**src/pkg/boundary_scan_pkg.sv**
```systemverilog
// Shared constants, types and register map of the boundary-scan test port
package boundary_scan_pkg;

  // --------------------------------------------------------------------------
  // Chain geometry
  // --------------------------------------------------------------------------
  localparam int unsigned CHAIN_LEN = 236;
  localparam int unsigned CHAIN_ENABLE_CELLS = 28;
  localparam int unsigned CHAIN_EXTERNAL_CELLS = 205;
  localparam int unsigned CHAIN_EXTERNAL_SIGNALS = 117;
  localparam int unsigned CHAIN_INTERNAL_CELLS = 3;
  localparam int unsigned CHAIN_CLEAR_CELLS = 3;
  localparam int unsigned IR_LEN = 8;
  localparam int unsigned ID_LEN = 32;

  // --------------------------------------------------------------------------
  // Identification fields (values arbitrary)
  // --------------------------------------------------------------------------
  localparam logic [3:0] ID_VERSION = 4'h1;
  localparam logic [15:0] ID_PRODUCT = 16'h1234;
  localparam logic [10:0] ID_MAKER = 11'h055;
  localparam logic [31:0] ID_VALUE = {ID_VERSION, ID_PRODUCT, ID_MAKER, 1'b1};

  // --------------------------------------------------------------------------
  // Instruction codes
  // --------------------------------------------------------------------------
  localparam logic [7:0] INSTR_EXTEST = 8'h00;
  localparam logic [7:0] INSTR_SAMPLE = 8'h01;
  localparam logic [7:0] INSTR_IDCODE = 8'h03;
  localparam logic [7:0] INSTR_BYPASS = 8'hff;
  localparam logic [7:0] IR_CAPTURE_VALUE = 8'h01;
  localparam logic [7:0] IR_RESET_VALUE = INSTR_IDCODE;

  // --------------------------------------------------------------------------
  // APB register map
  // --------------------------------------------------------------------------
  localparam logic [11:0] ADDR_CONTROL = 12'h000;
  localparam logic [11:0] ADDR_STATUS = 12'h004;
  localparam logic [11:0] ADDR_IDCODE = 12'h008;
  localparam logic [31:0] CONTROL_RESET = 32'h0000_0001;
  localparam int unsigned CONTROL_ENABLE_BIT = 0;
  localparam int unsigned STATUS_STATE_POS = 0;
  localparam int unsigned STATUS_INSTR_POS = 16;
  localparam int unsigned STATUS_EXTEST_POS = 24;

  // --------------------------------------------------------------------------
  // Controller states, one-hot
  // --------------------------------------------------------------------------
  typedef enum logic [15:0] {
    ST_RESET      = 16'h0001,
    ST_IDLE       = 16'h0002,
    ST_SEL_DR     = 16'h0004,
    ST_CAPTURE_DR = 16'h0008,
    ST_SHIFT_DR   = 16'h0010,
    ST_EXIT1_DR   = 16'h0020,
    ST_PAUSE_DR   = 16'h0040,
    ST_EXIT2_DR   = 16'h0080,
    ST_UPDATE_DR  = 16'h0100,
    ST_SEL_IR     = 16'h0200,
    ST_CAPTURE_IR = 16'h0400,
    ST_SHIFT_IR   = 16'h0800,
    ST_EXIT1_IR   = 16'h1000,
    ST_PAUSE_IR   = 16'h2000,
    ST_EXIT2_IR   = 16'h4000,
    ST_UPDATE_IR  = 16'h8000
  } tap_state_e;

  typedef enum logic [2:0] {
    SEL_BYPASS   = 3'b001,
    SEL_BOUNDARY = 3'b010,
    SEL_IDENT    = 3'b100
  } dr_select_e;

  // Test pins entering the block
  typedef struct packed {
    logic test_clock_pin;
    logic test_mode_select;
    logic test_serial_in;
  } test_pins_s;

  // APB request from the master
  typedef struct packed {
    logic psel;
    logic penable;
    logic pwrite;
    logic [11:0] paddr;
    logic [31:0] pwdata;
  } apb_req_s;

  // APB answer to the master
  typedef struct packed {
    logic pready;
    logic pslverr;
    logic [31:0] prdata;
  } apb_rsp_s;

endpackage

```
**src/verilog/pin_sync.sv**
```systemverilog
// Two-flop synchroniser for inputs from outside the pclk domain
module pin_sync #(
  parameter int unsigned WIDTH = 1
) (
  // Clock and reset
  input wire logic pclk,
  input wire logic presetn,
  // Data
  input wire logic [WIDTH-1:0] async_in,
  output logic [WIDTH-1:0] sync_out
);

  logic [WIDTH-1:0] stage;

  always_ff @(posedge pclk or negedge presetn) begin
    if (!presetn) begin
      stage <= '0;
      sync_out <= '0;
    end else begin
      stage <= async_in;
      sync_out <= stage;
    end
  end

endmodule

```
**src/verilog/boundary_scan_tap.sv**
```systemverilog
// Boundary-scan test access port with APB control and status
//
// Added by the designer: the register offsets and the APB register port.
module boundary_scan_tap (
  // Clock and reset
  input wire logic pclk,
  input wire logic presetn,
  // APB slave
  input wire boundary_scan_pkg::apb_req_s apb_req,
  output boundary_scan_pkg::apb_rsp_s apb_rsp,
  // Test port pins
  input wire boundary_scan_pkg::test_pins_s test_pins,
  input wire logic test_reset_n,
  output logic test_serial_out,
  output logic test_serial_out_oe_n,
  // Pad side of the chain
  input wire logic [boundary_scan_pkg::CHAIN_LEN-1:0] pad_capture,
  output logic [boundary_scan_pkg::CHAIN_LEN-1:0] pad_update,
  output logic extest_active
);
  import boundary_scan_pkg::*;

  // --------------------------------------------------------------------------
  // Decoding helpers
  // --------------------------------------------------------------------------
  function automatic dr_select_e decode_instr(input logic [IR_LEN-1:0] code);
    case (code)
      INSTR_EXTEST: decode_instr = SEL_BOUNDARY;
      INSTR_SAMPLE: decode_instr = SEL_BOUNDARY;
      INSTR_IDCODE: decode_instr = SEL_IDENT;
      default: decode_instr = SEL_BYPASS;
    endcase
  endfunction

  function automatic logic [31:0] read_word(input logic [11:0] addr, input logic [31:0] ctrl,
                                            input logic [31:0] stat);
    case (addr)
      ADDR_CONTROL: read_word = ctrl;
      ADDR_STATUS: read_word = stat;
      ADDR_IDCODE: read_word = ID_VALUE;
      default: read_word = 32'h0000_0000;
    endcase
  endfunction

  function automatic logic addr_mapped(input logic [11:0] addr);
    addr_mapped = (addr == ADDR_CONTROL) || (addr == ADDR_STATUS) || (addr == ADDR_IDCODE);
  endfunction

  // --------------------------------------------------------------------------
  // Pin synchronisers
  // --------------------------------------------------------------------------
  logic [2:0] pins_sync;
  logic [CHAIN_LEN-1:0] pad_sync;
  logic tck_now;
  logic tck_prev;
  logic tck_rise;
  logic tck_fall;
  logic tms;
  logic tdi;
  logic tap_rst_n;
  logic tap_rst_raw_n;

  pin_sync #(.WIDTH(3)) u_pin_sync (
    .pclk(pclk),
    .presetn(presetn),
    .async_in({test_pins.test_clock_pin, test_pins.test_mode_select, test_pins.test_serial_in}),
    .sync_out(pins_sync)
  );

  pin_sync #(.WIDTH(CHAIN_LEN)) u_pad_sync (
    .pclk(pclk),
    .presetn(presetn),
    .async_in(pad_capture),
    .sync_out(pad_sync)
  );

  assign tck_now = pins_sync[2];
  assign tms = pins_sync[1];
  assign tdi = pins_sync[0];
  // Test reset acts at once; only its release is retimed to pclk
  assign tap_rst_raw_n = presetn & test_reset_n;

  pin_sync #(.WIDTH(1)) u_rst_sync (
    .pclk(pclk),
    .presetn(tap_rst_raw_n),
    .async_in(1'b1),
    .sync_out(tap_rst_n)
  );

  // --------------------------------------------------------------------------
  // APB register file
  // --------------------------------------------------------------------------
  logic [31:0] control;
  logic [31:0] status_word;
  logic port_enable;
  logic apb_access;
  tap_state_e state;
  logic [IR_LEN-1:0] instr;

  assign port_enable = control[CONTROL_ENABLE_BIT];
  assign apb_access = apb_req.psel && apb_req.penable;

  always_comb begin
    status_word = 32'h0000_0000;
    status_word[STATUS_STATE_POS +: 16] = state;
    status_word[STATUS_INSTR_POS +: IR_LEN] = instr;
    status_word[STATUS_EXTEST_POS] = extest_active;
  end

  always_ff @(posedge pclk or negedge presetn) begin
    if (!presetn) begin
      control <= CONTROL_RESET;
    end else if (apb_access && apb_rsp.pready && apb_req.pwrite && (apb_req.paddr == ADDR_CONTROL)) begin
      control <= {31'h0000_0000, apb_req.pwdata[CONTROL_ENABLE_BIT]};
    end
  end

  // One wait state, then a one-cycle answer
  always_ff @(posedge pclk or negedge presetn) begin
    if (!presetn) begin
      apb_rsp <= '0;
    end else if (apb_access && !apb_rsp.pready) begin
      apb_rsp.pready <= 1'b1;
      apb_rsp.pslverr <= !addr_mapped(apb_req.paddr);
      apb_rsp.prdata <= apb_req.pwrite ? 32'h0000_0000 : read_word(apb_req.paddr, control, status_word);
    end else begin
      apb_rsp <= '0;
    end
  end

  // --------------------------------------------------------------------------
  // Test clock edge detection
  // --------------------------------------------------------------------------
  // Pin idles low, so no false edge follows reset
  always_ff @(posedge pclk or negedge presetn) begin
    if (!presetn) begin
      tck_prev <= 1'b0;
    end else begin
      tck_prev <= tck_now;
    end
  end

  // Edges seen only while the port is enabled by software
  assign tck_rise = port_enable && tck_now && !tck_prev;
  assign tck_fall = port_enable && !tck_now && tck_prev;

  // --------------------------------------------------------------------------
  // Controller state machine
  // --------------------------------------------------------------------------
  tap_state_e next_state;

  always_comb begin
    case (state)
      ST_RESET: next_state = tms ? ST_RESET : ST_IDLE;
      ST_IDLE: next_state = tms ? ST_SEL_DR : ST_IDLE;
      ST_SEL_DR: next_state = tms ? ST_SEL_IR : ST_CAPTURE_DR;
      ST_SEL_IR: next_state = tms ? ST_RESET : ST_CAPTURE_IR;
      ST_CAPTURE_DR: next_state = tms ? ST_EXIT1_DR : ST_SHIFT_DR;
      ST_SHIFT_DR: next_state = tms ? ST_EXIT1_DR : ST_SHIFT_DR;
      ST_EXIT1_DR: next_state = tms ? ST_UPDATE_DR : ST_PAUSE_DR;
      ST_PAUSE_DR: next_state = tms ? ST_EXIT2_DR : ST_PAUSE_DR;
      ST_EXIT2_DR: next_state = tms ? ST_UPDATE_DR : ST_SHIFT_DR;
      ST_UPDATE_DR: next_state = tms ? ST_SEL_DR : ST_IDLE;
      ST_CAPTURE_IR: next_state = tms ? ST_EXIT1_IR : ST_SHIFT_IR;
      ST_SHIFT_IR: next_state = tms ? ST_EXIT1_IR : ST_SHIFT_IR;
      ST_EXIT1_IR: next_state = tms ? ST_UPDATE_IR : ST_PAUSE_IR;
      ST_PAUSE_IR: next_state = tms ? ST_EXIT2_IR : ST_PAUSE_IR;
      ST_EXIT2_IR: next_state = tms ? ST_UPDATE_IR : ST_SHIFT_IR;
      ST_UPDATE_IR: next_state = tms ? ST_SEL_DR : ST_IDLE;
      default: next_state = ST_RESET;
    endcase
  end

  always_ff @(posedge pclk or negedge tap_rst_n) begin
    if (!tap_rst_n) begin
      state <= ST_RESET;
    end else if (tck_rise) begin
      state <= next_state;
    end
  end

  // --------------------------------------------------------------------------
  // Instruction register
  // --------------------------------------------------------------------------
  logic [IR_LEN-1:0] ir_shift;
  dr_select_e dr_sel;

  assign dr_sel = decode_instr(instr);

  always_ff @(posedge pclk or negedge tap_rst_n) begin
    if (!tap_rst_n) begin
      ir_shift <= IR_CAPTURE_VALUE;
    end else if (tck_rise) begin
      case (state)
        ST_CAPTURE_IR: ir_shift <= IR_CAPTURE_VALUE;
        ST_SHIFT_IR: ir_shift <= {tdi, ir_shift[IR_LEN-1:1]};
        default: ir_shift <= ir_shift;
      endcase
    end
  end

  always_ff @(posedge pclk or negedge tap_rst_n) begin
    if (!tap_rst_n) begin
      instr <= IR_RESET_VALUE;
    end else if (tck_rise) begin
      // Entering the reset state reloads the default instruction
      if (next_state == ST_RESET) begin
        instr <= IR_RESET_VALUE;
      end else if (state == ST_UPDATE_IR) begin
        instr <= ir_shift;
      end
    end
  end

  // --------------------------------------------------------------------------
  // Bypass and identification registers
  // --------------------------------------------------------------------------
  logic bypass_cell;
  logic [ID_LEN-1:0] id_shift;

  always_ff @(posedge pclk or negedge tap_rst_n) begin
    if (!tap_rst_n) begin
      bypass_cell <= 1'b0;
    end else if (tck_rise && (dr_sel == SEL_BYPASS)) begin
      case (state)
        ST_CAPTURE_DR: bypass_cell <= 1'b0;
        ST_SHIFT_DR: bypass_cell <= tdi;
        default: bypass_cell <= bypass_cell;
      endcase
    end
  end

  always_ff @(posedge pclk or negedge tap_rst_n) begin
    if (!tap_rst_n) begin
      id_shift <= ID_VALUE;
    end else if (tck_rise && (dr_sel == SEL_IDENT)) begin
      case (state)
        ST_CAPTURE_DR: id_shift <= ID_VALUE;
        ST_SHIFT_DR: id_shift <= {tdi, id_shift[ID_LEN-1:1]};
        default: id_shift <= id_shift;
      endcase
    end
  end

  // --------------------------------------------------------------------------
  // Boundary chain
  // --------------------------------------------------------------------------
  logic [CHAIN_LEN-1:0] chain_shift;

  // One serial path; each pad direction owns its own cell
  always_ff @(posedge pclk or negedge tap_rst_n) begin
    if (!tap_rst_n) begin
      chain_shift <= '0;
    end else if (tck_rise) begin
      // Top CHAIN_CLEAR_CELLS cells cleared on the edge that enters the reset state
      if (next_state == ST_RESET) begin
        chain_shift[CHAIN_LEN-1 -: CHAIN_CLEAR_CELLS] <= '0;
      end else if (dr_sel == SEL_BOUNDARY) begin
        case (state)
          ST_CAPTURE_DR: chain_shift <= pad_sync;
          ST_SHIFT_DR: chain_shift <= {tdi, chain_shift[CHAIN_LEN-1:1]};
          default: chain_shift <= chain_shift;
        endcase
      end
    end
  end

  // Parallel outputs hold still while the chain shifts
  always_ff @(posedge pclk or negedge tap_rst_n) begin
    if (!tap_rst_n) begin
      pad_update <= '0;
    end else if (tck_rise) begin
      if (next_state == ST_RESET) begin
        pad_update[CHAIN_LEN-1 -: CHAIN_CLEAR_CELLS] <= '0;
      end else if ((state == ST_UPDATE_DR) && (dr_sel == SEL_BOUNDARY)) begin
        pad_update <= chain_shift;
      end
    end
  end

  always_ff @(posedge pclk or negedge tap_rst_n) begin
    if (!tap_rst_n) begin
      extest_active <= 1'b0;
    end else begin
      extest_active <= (instr == INSTR_EXTEST);
    end
  end

  // --------------------------------------------------------------------------
  // Serial output, changed on the falling test clock edge
  // --------------------------------------------------------------------------
  logic next_serial_out;
  logic shifting;

  assign shifting = (state == ST_SHIFT_DR) || (state == ST_SHIFT_IR);

  always_comb begin
    if (state == ST_SHIFT_IR) begin
      next_serial_out = ir_shift[0];
    end else begin
      case (dr_sel)
        SEL_BOUNDARY: next_serial_out = chain_shift[0];
        SEL_IDENT: next_serial_out = id_shift[0];
        default: next_serial_out = bypass_cell;
      endcase
    end
  end

  always_ff @(posedge pclk or negedge tap_rst_n) begin
    if (!tap_rst_n) begin
      test_serial_out <= 1'b0;
      test_serial_out_oe_n <= 1'b1;
    end else if (tck_fall) begin
      test_serial_out <= next_serial_out;
      test_serial_out_oe_n <= !shifting;
    end
  end

endmodule

```
**config.mk**
```make
export PLATFORM = sky130hd
export DESIGN_NAME = boundary_scan_tap
export DESIGN_NICKNAME = d
export VERILOG_FILES = /design/src/pkg/boundary_scan_pkg.sv /design/src/verilog/pin_sync.sv /design/src/verilog/boundary_scan_tap.sv
export SDC_FILE = /design/constraint.sdc
export NUM_CORES = 1
export LEC_CHECK = 0
export BUFFER_PORTS_ARGS = -buffer_cell sky130_fd_sc_hd__clkbuf_2
export CAP_MARGIN = 5
export CORE_MARGIN = 1.5
export CORE_UTILIZATION = 30
export CTS_CLUSTER_SIZE = 20
export DETAILED_ROUTE_END_ITERATION = 10
export PLACE_DENSITY_LB_ADDON = 0.1
export SYNTH_ARGS = -nofsm -noshare
export SYNTH_HDL_FRONTEND = slang
export SYNTH_SLANG_ARGS = --single-unit
export TNS_END_PERCENT = 1
```
**constraint.sdc**
```tcl
create_clock -name pclk -period 51.6 [get_ports pclk]
set_clock_uncertainty 0.2 [all_clocks]
set_input_delay 10.32 -clock pclk [delete_from_list [all_inputs] [get_ports pclk]]
set_output_delay 10.32 -clock pclk [all_outputs]
set_load 0.02 [all_outputs]
```
---- After elaboration in Yosys (flattened, before gate mapping) ----
Index checks and enable logic that the tools add are counted.
storage, ports and cells
  output and inout port bits .............. 273
  register bits after elaboration ......... 1056
  word-level logic and storage cells ...... 118
  input bits .............................. 289
cells by class
  reduce and logical (&&, ||, !) cells .... 40
  bitwise gates (word level) .............. 2
  muxes and demuxes ....................... 29
  equal/unequal tests ..................... 24
operators by type and width
  operator                                                           number
  236-bit two-way mux                                                2
  236-bit one-hot mux with 2 select lines                            1
  16-bit one-hot mux with 12 select lines                            1
  29-bit one-hot mux with 3 select lines                             1
  32-bit one-hot mux with 2 select lines                             1
  34-bit two-way mux                                                 1
  16-bit by 1-bit == test with 1-bit output, second input constant   2
  16-bit two-way mux                                                 2
  32-bit two-way mux                                                 1
  8-bit two-way mux                                                  3
  9-bit two-way mux                                                  2
  16-bit by 10-bit == test with 1-bit output, second input constant  1
  16-bit by 11-bit == test with 1-bit output, second input constant  1
  16-bit by 12-bit == test with 1-bit output, second input constant  1
  16-bit by 13-bit == test with 1-bit output, second input constant  1
  16-bit by 14-bit == test with 1-bit output, second input constant  1
  16-bit by 15-bit == test with 1-bit output, second input constant  1
  16-bit == test, second input constant                              1
  16-bit by 2-bit == test with 1-bit output, second input constant   1
  16-bit by 3-bit == test with 1-bit output, second input constant   1
  16-bit by 4-bit == test with 1-bit output, second input constant   1
  16-bit by 5-bit == test with 1-bit output, second input constant   1
  16-bit by 6-bit == test with 1-bit output, second input constant   1
  16-bit by 7-bit == test with 1-bit output, second input constant   1
  34 further kinds                                                   65

---- Logic depth before layout (Yosys ltp) ----
  depth in word-level cells ............... 7
  depth in mapped cells ................... 12
  mapped depth without buffers ............ 11

---- Cells and area by module ----
From an unflattened synthesis, not the netlist that was laid out.
unflattened totals
  cell total of the unflattened synthesis .. 2977
  area total of the unflattened synthesis .. 36377.4 um^2
modules (own cells, without submodules)
  module                  sequential area each (um^2)  cells each  times used  area an instance (um^2)
  boundary_scan_tap       14285.0                      2497        1           24365.9
  pin_sync at u_pad_sync  11811.3                      472         1           11811.3
  pin_sync at u_pin_sync  150.1                        6           1           150.1
  pin_sync at u_rst_sync  50.0                         2           1           50.0

---- Worst setup path before layout ----
No wires, ideal clock.
  path kind ............................... input -> register
  start point ............................. in apb_req[39] (netlist name)
  end point ............................... reg apb_rsp[6] (netlist name)
  path buffers ............................ 1
  library setup time ...................... 0.067 ns
  data arrival time ....................... 11.900 ns
  path slack .............................. 39.433 ns
  required time ........................... 51.333 ns
  stages on the path ...................... 6
  cells stage by stage .................... nor4_1 -> nand3_1 -> or4_1 -> nor3b_2 -> clkbuf_1 -> and2_1
between the ends
  cells in the longest elaborated chain, start to end .. 4
  elaborated cells between the ends (all ways) .. 6
ends and longest elaborated chain
  what                                                               RTL line                  source
  from (decl)                                                        boundary_scan_tap.sv:9    input wire boundary_scan_pkg::apb_req_s apb_req,
  12-bit by 4-bit == test with 1-bit output (tied with other cells)  boundary_scan_tap.sv:37   case (addr)
  29-bit one-hot mux with 3 select lines *                           boundary_scan_tap.sv:37
  32-bit two-way mux *                                               boundary_scan_tap.sv:125  apb_rsp.prdata <= apb_req.pwrite ? 32'h0000_0000 : read_word(apb_req.paddr, control, status_word);
  34-bit two-way mux *                                               boundary_scan_tap.sv:122  end else if (apb_access && !apb_rsp.pready) begin
  to (decl)                                                          boundary_scan_tap.sv:10   output boundary_scan_pkg::apb_rsp_s apb_rsp,
Mark *: on every way between the ends. The rest lies on a longest branch, timed or not.
A chain may end at the register's enable or synchronous reset.

==> out/qor.csv <==
stage,metric,value,unit
placement,routabilityCongestion,0.741,
synth,ys_warn_count,0,
synth,async_reset_ff_frac,1.00,
flow_run,max-cap-violations,0,
synth,synth_cell_types,56,
critical_path,cp_slowest_stage_delay,800,ps
clock_network,cts-root-buf,clkbuf_16,
placement,dp_cells,4986,
timing,setup_ws,38950,ps
placement,io_buffers,524,
synth,ys.flop_type,dfrtp_1,
critical_path,crit_type,input pin to async pin,
critical_path,crit_chain,"buf_8, buf_4, buf_4, buf_4",
synth,yosys.area.top_type,dfrtp_1,
clock_network,insertion_delay,700,ps
drt,first_iter_violations,1270,
timing,fin_hold_ws,128,ps
finish,fin_cells,5209,
clock_network,cts.sink_count,1050,
global_route,grt_max_degree,216,
die,rows,127,
drt,ant_nets,0,
finish,fillerInstances,12005,
synth,synth_edf_count,0,
power,switching_power,371,uW
power,leakagePower,21.7,nW
die,dieArea,123000,um2
clock_network,post_cts_buffers,0,
synth,seq_area_frac_synth,0.726,
drt,routedWlPerCell,17.6,um
critical_path,endpoint_kind,async pin,
synth,synth_area_leaders,"dfrtp_1 (71%), nand2_1 (11%), mux2i_1 (6.5%)",
die,die-height,351,um
global_route,antenna_found_initial,23,
power,sw_frac_of_total,0.212,
power,pwr-share-seq,0.485,
die,die-width,351,um
critical_path,path_max_fanout,106,
timing,drv_slew,0,
finish,regArea,26300,um2
clock_network,clock_path_buffers,3,
timing,worst_slew_margin_rel,0.180,
drt,vias,22035,
power,power,1.75,mW
die,core_area,120000,um2
power,peakVddDrop,0.0252,mV
critical_path,crit_slowest_cell,buf_4,
drt,drc,0,
timing,finalSetupViolCount,0,
global_route,grt_pass1_wl,142000,um
timing,finalCritPeriodShare,0.245,
finish,drive_above_1_share,0.217,
synth,syn_inst,2978,
timing,max_freq,79.1,MHz
drt,routed_wl,91800,um
finish,syn_to_final_growth,22.4,%
die,ios,562,
drt,vias_per_cell,4.23,
placement,dp_slack,37950,ps
power,pwr_density_cell,39.5,nW/um2
timing,min_period,12650,ps
critical_path,crit_path_start_kind,input pin,
critical_path,crit_top_cell,buf_4,
synth,synth_seq_cells,1050,
synth,netlist_area,36200,um2
clock_network,cts_resized,0,
synth,yosysTopAreaCellShare,0.713,
min_path,worstHoldPathType,flip-flop to async pin,
clock_network,path_clk_slew,60,ps
placement,dp_hpwl,59100,um
synth,syn_avg_cell_area,12.2,um2
die,initial_core_util,0.302,
clock_network,htreeDepth,3,
power,internal_power,1.38,mW
critical_path,critical_path_required,52110,ps
power,p_comb_frac,0.019,
finish,multi_input_area,8980,um2
global_route,overflow,0,
power,p_clk_frac,0.496,
timing,finalHoldViolCount,0,
clock_network,ctsHoldBuffers,0,
finish,final_nets,3784,
clock_network,cts_tree,yes,
run_status,status,"finished, final reports clean",
global_route,grt_pass1_vias,22639,
clock_network,cts_buffers,116,
timing,worst_slew_pin_slew,1230,ps
critical_path,worstPathArrival,13160,ps
drt,dr.pass1.iters,5,
timing,setup_tns,0,ps
timing,rsz0062_at_grt,no,
global_route,grt_usage,0.151,
-- layout by cell type (no fill, tap or decap), types with 6 or more instances in the layout --
cell type	Yosys	routed
clkbuf_8	0	29
a21oi_1	10	10
a31o_1	7	7
nor4_1	7	6
buf_4	7	31
mux2i_1	236	236
o31ai_1	7	7
nand3_1	29	29
dfstp_2	17	17
o21ai_1	215	215
a21o_1	10	10
clkbuf_1	44	33
clkbuf_2	10	523
dfrtp_1	1033	1032
inv_1	9	9
nand2_1	1037	1037
conb_1	2	7
clkbuf_16	0	117
bufinv_16	0	13
nor2_1	38	38
clkinv_2	0	15
nor3_1	17	17
o21ai_0	51	51
and2_1	17	17
-- routing by layer --
metal / wire (um) / global-route usage / part of all wire
met1: 40200 / 0.197 / 0.44
met3: 5680 / 0.0429 / 0.062
met4: 2490 / 0.0542 / 0.027
met2: 43100 / 0.238 / 0.47
met5: 233 / 0 / 0.0025
-- synthesized netlist by cell type (2+ instances only) --
| cell type | instances |
|---|---|
| o21ai_1 | 215 |
| mux2i_1 | 236 |
| nor4_2 | 3 |
| buf_2 | 78 |
| nor2_1 | 38 |
| nand4_1 | 5 |
| nand3_1 | 29 |
| a31o_1 | 7 |
| a31oi_1 | 2 |
| nor2b_1 | 2 |
| or2_2 | 2 |
| o41ai_1 | 4 |
| dfrtp_1 | 1033 |
| inv_1 | 9 |
| o21ai_0 | 51 |
| ha_1 | 3 |
| nor4b_1 | 5 |
| a21oi_1 | 10 |
| clkbuf_1 | 44 |
| xor2_1 | 3 |
| a31o_2 | 2 |
| buf_1 | 2 |
| buf_6 | 26 |
| nand2b_1 | 2 |
| nor3b_2 | 2 |
| buf_4 | 7 |
| nor4_1 | 7 |
| conb_1 | 2 |
| or4_1 | 3 |
| nor3_1 | 17 |
| a21o_1 | 10 |
| clkbuf_2 | 10 |
| nor3_2 | 2 |
| o31ai_1 | 7 |
| nand3b_1 | 3 |
| dfstp_2 | 17 |
| xnor2_1 | 2 |
| a22oi_1 | 4 |
| and2_1 | 17 |
| or3_1 | 5 |
| nand2_1 | 1037 |
-- path summary, 6_finish.rpt --
| kind | from | to | slack (ps) | cells after the start |
|---|---|---|---|---|
| worst min-delay path | u_rst_sync.sync_out | pad_update[60] | 130 | 0 |
| worst max register to register | state[9] | chain_shift[200] | 47390 | 6 |
| max in group pclk | test_serial_out_oe_n | test_serial_out_oe_n | 39680 | 1 |
| worst min register to register | u_rst_sync.sync_out | pad_update[60] | 130 | 0 |
| worst max-delay path | presetn | u_pad_sync.sync_out[145] | 38950 | 4 |
| min in group pclk | u_pad_sync.stage[135] | u_pad_sync.sync_out[135] | 130 | 0 |
-- state kept, by name (all words and copies together) (netlist names), 3 cells and up --
signal and cells:
u_pad_sync.sync_out 236, id_shift 32, apb_rsp 28, ir_shift 8, state 16, u_pin_sync.sync_out 3
chain_shift 236, u_pin_sync.stage 3, instr 8, pad_update 236, u_pad_sync.stage 236
-- final cells by class --
type | instances | share of cell area
multi-input combinational | 1757 | 0.203
clock buffer | 179 | 0.0778
clock inverter | 40 | 0.0143
tap | 1612 | 0.0455
sequential | 1050 | 0.593
antenna | 4 | 0.000226
timing repair buffer | 558 | 0.0659
inverter | 9 | 0.000762
-- critical path: cells and delay by family --
family / cells / cell delay [ps]
buffers and inverters: 4 / 2650
-- power groups by stage --
stage | Sequential, mW | Clock, mW | Combinational [mW]
global placement | 0.864 | 0 | 0.0355
detailed placement | 0.864 | 0 | 0.0356
finish | 0.849 | 0.868 | 0.0334
floorplan | 0.867 | 0 | 0.00610
CTS | 0.849 | 0.900 | 0.0357
global route | 0.850 | 0.936 | 0.0394
-- kinds of logic (layout without fill, tap and decap cells) --
logic type	Yosys count	after routing	synth area share
AND/OR/NAND/NOR	1186	1186	0.131
flip-flops	1050	1050	0.726
AO/OA/AOI/OAI	319	319	0.0476
multiplexers	237	237	0.0655
buffers and inverters	176	786	0.0274
XOR/XNOR	5	5	0.00121
adder cells (fa/ha/maj)	3	3	0.00104
other	2	11	0.000207
-- per-stage QoR --
| step | instance area [um2] | util |
|---|---|---|
| global route | 44400 | 0.370 |
| detailed placement | 40300 | 0.336 |
| finish | 44400 | 0.370 |
| floorplan | 36200 | - |
| global placement | 40300 | 0.336 |
| CTS | 44300 | 0.370 |
No activity file was read; power rests on OpenSTA's default activity.
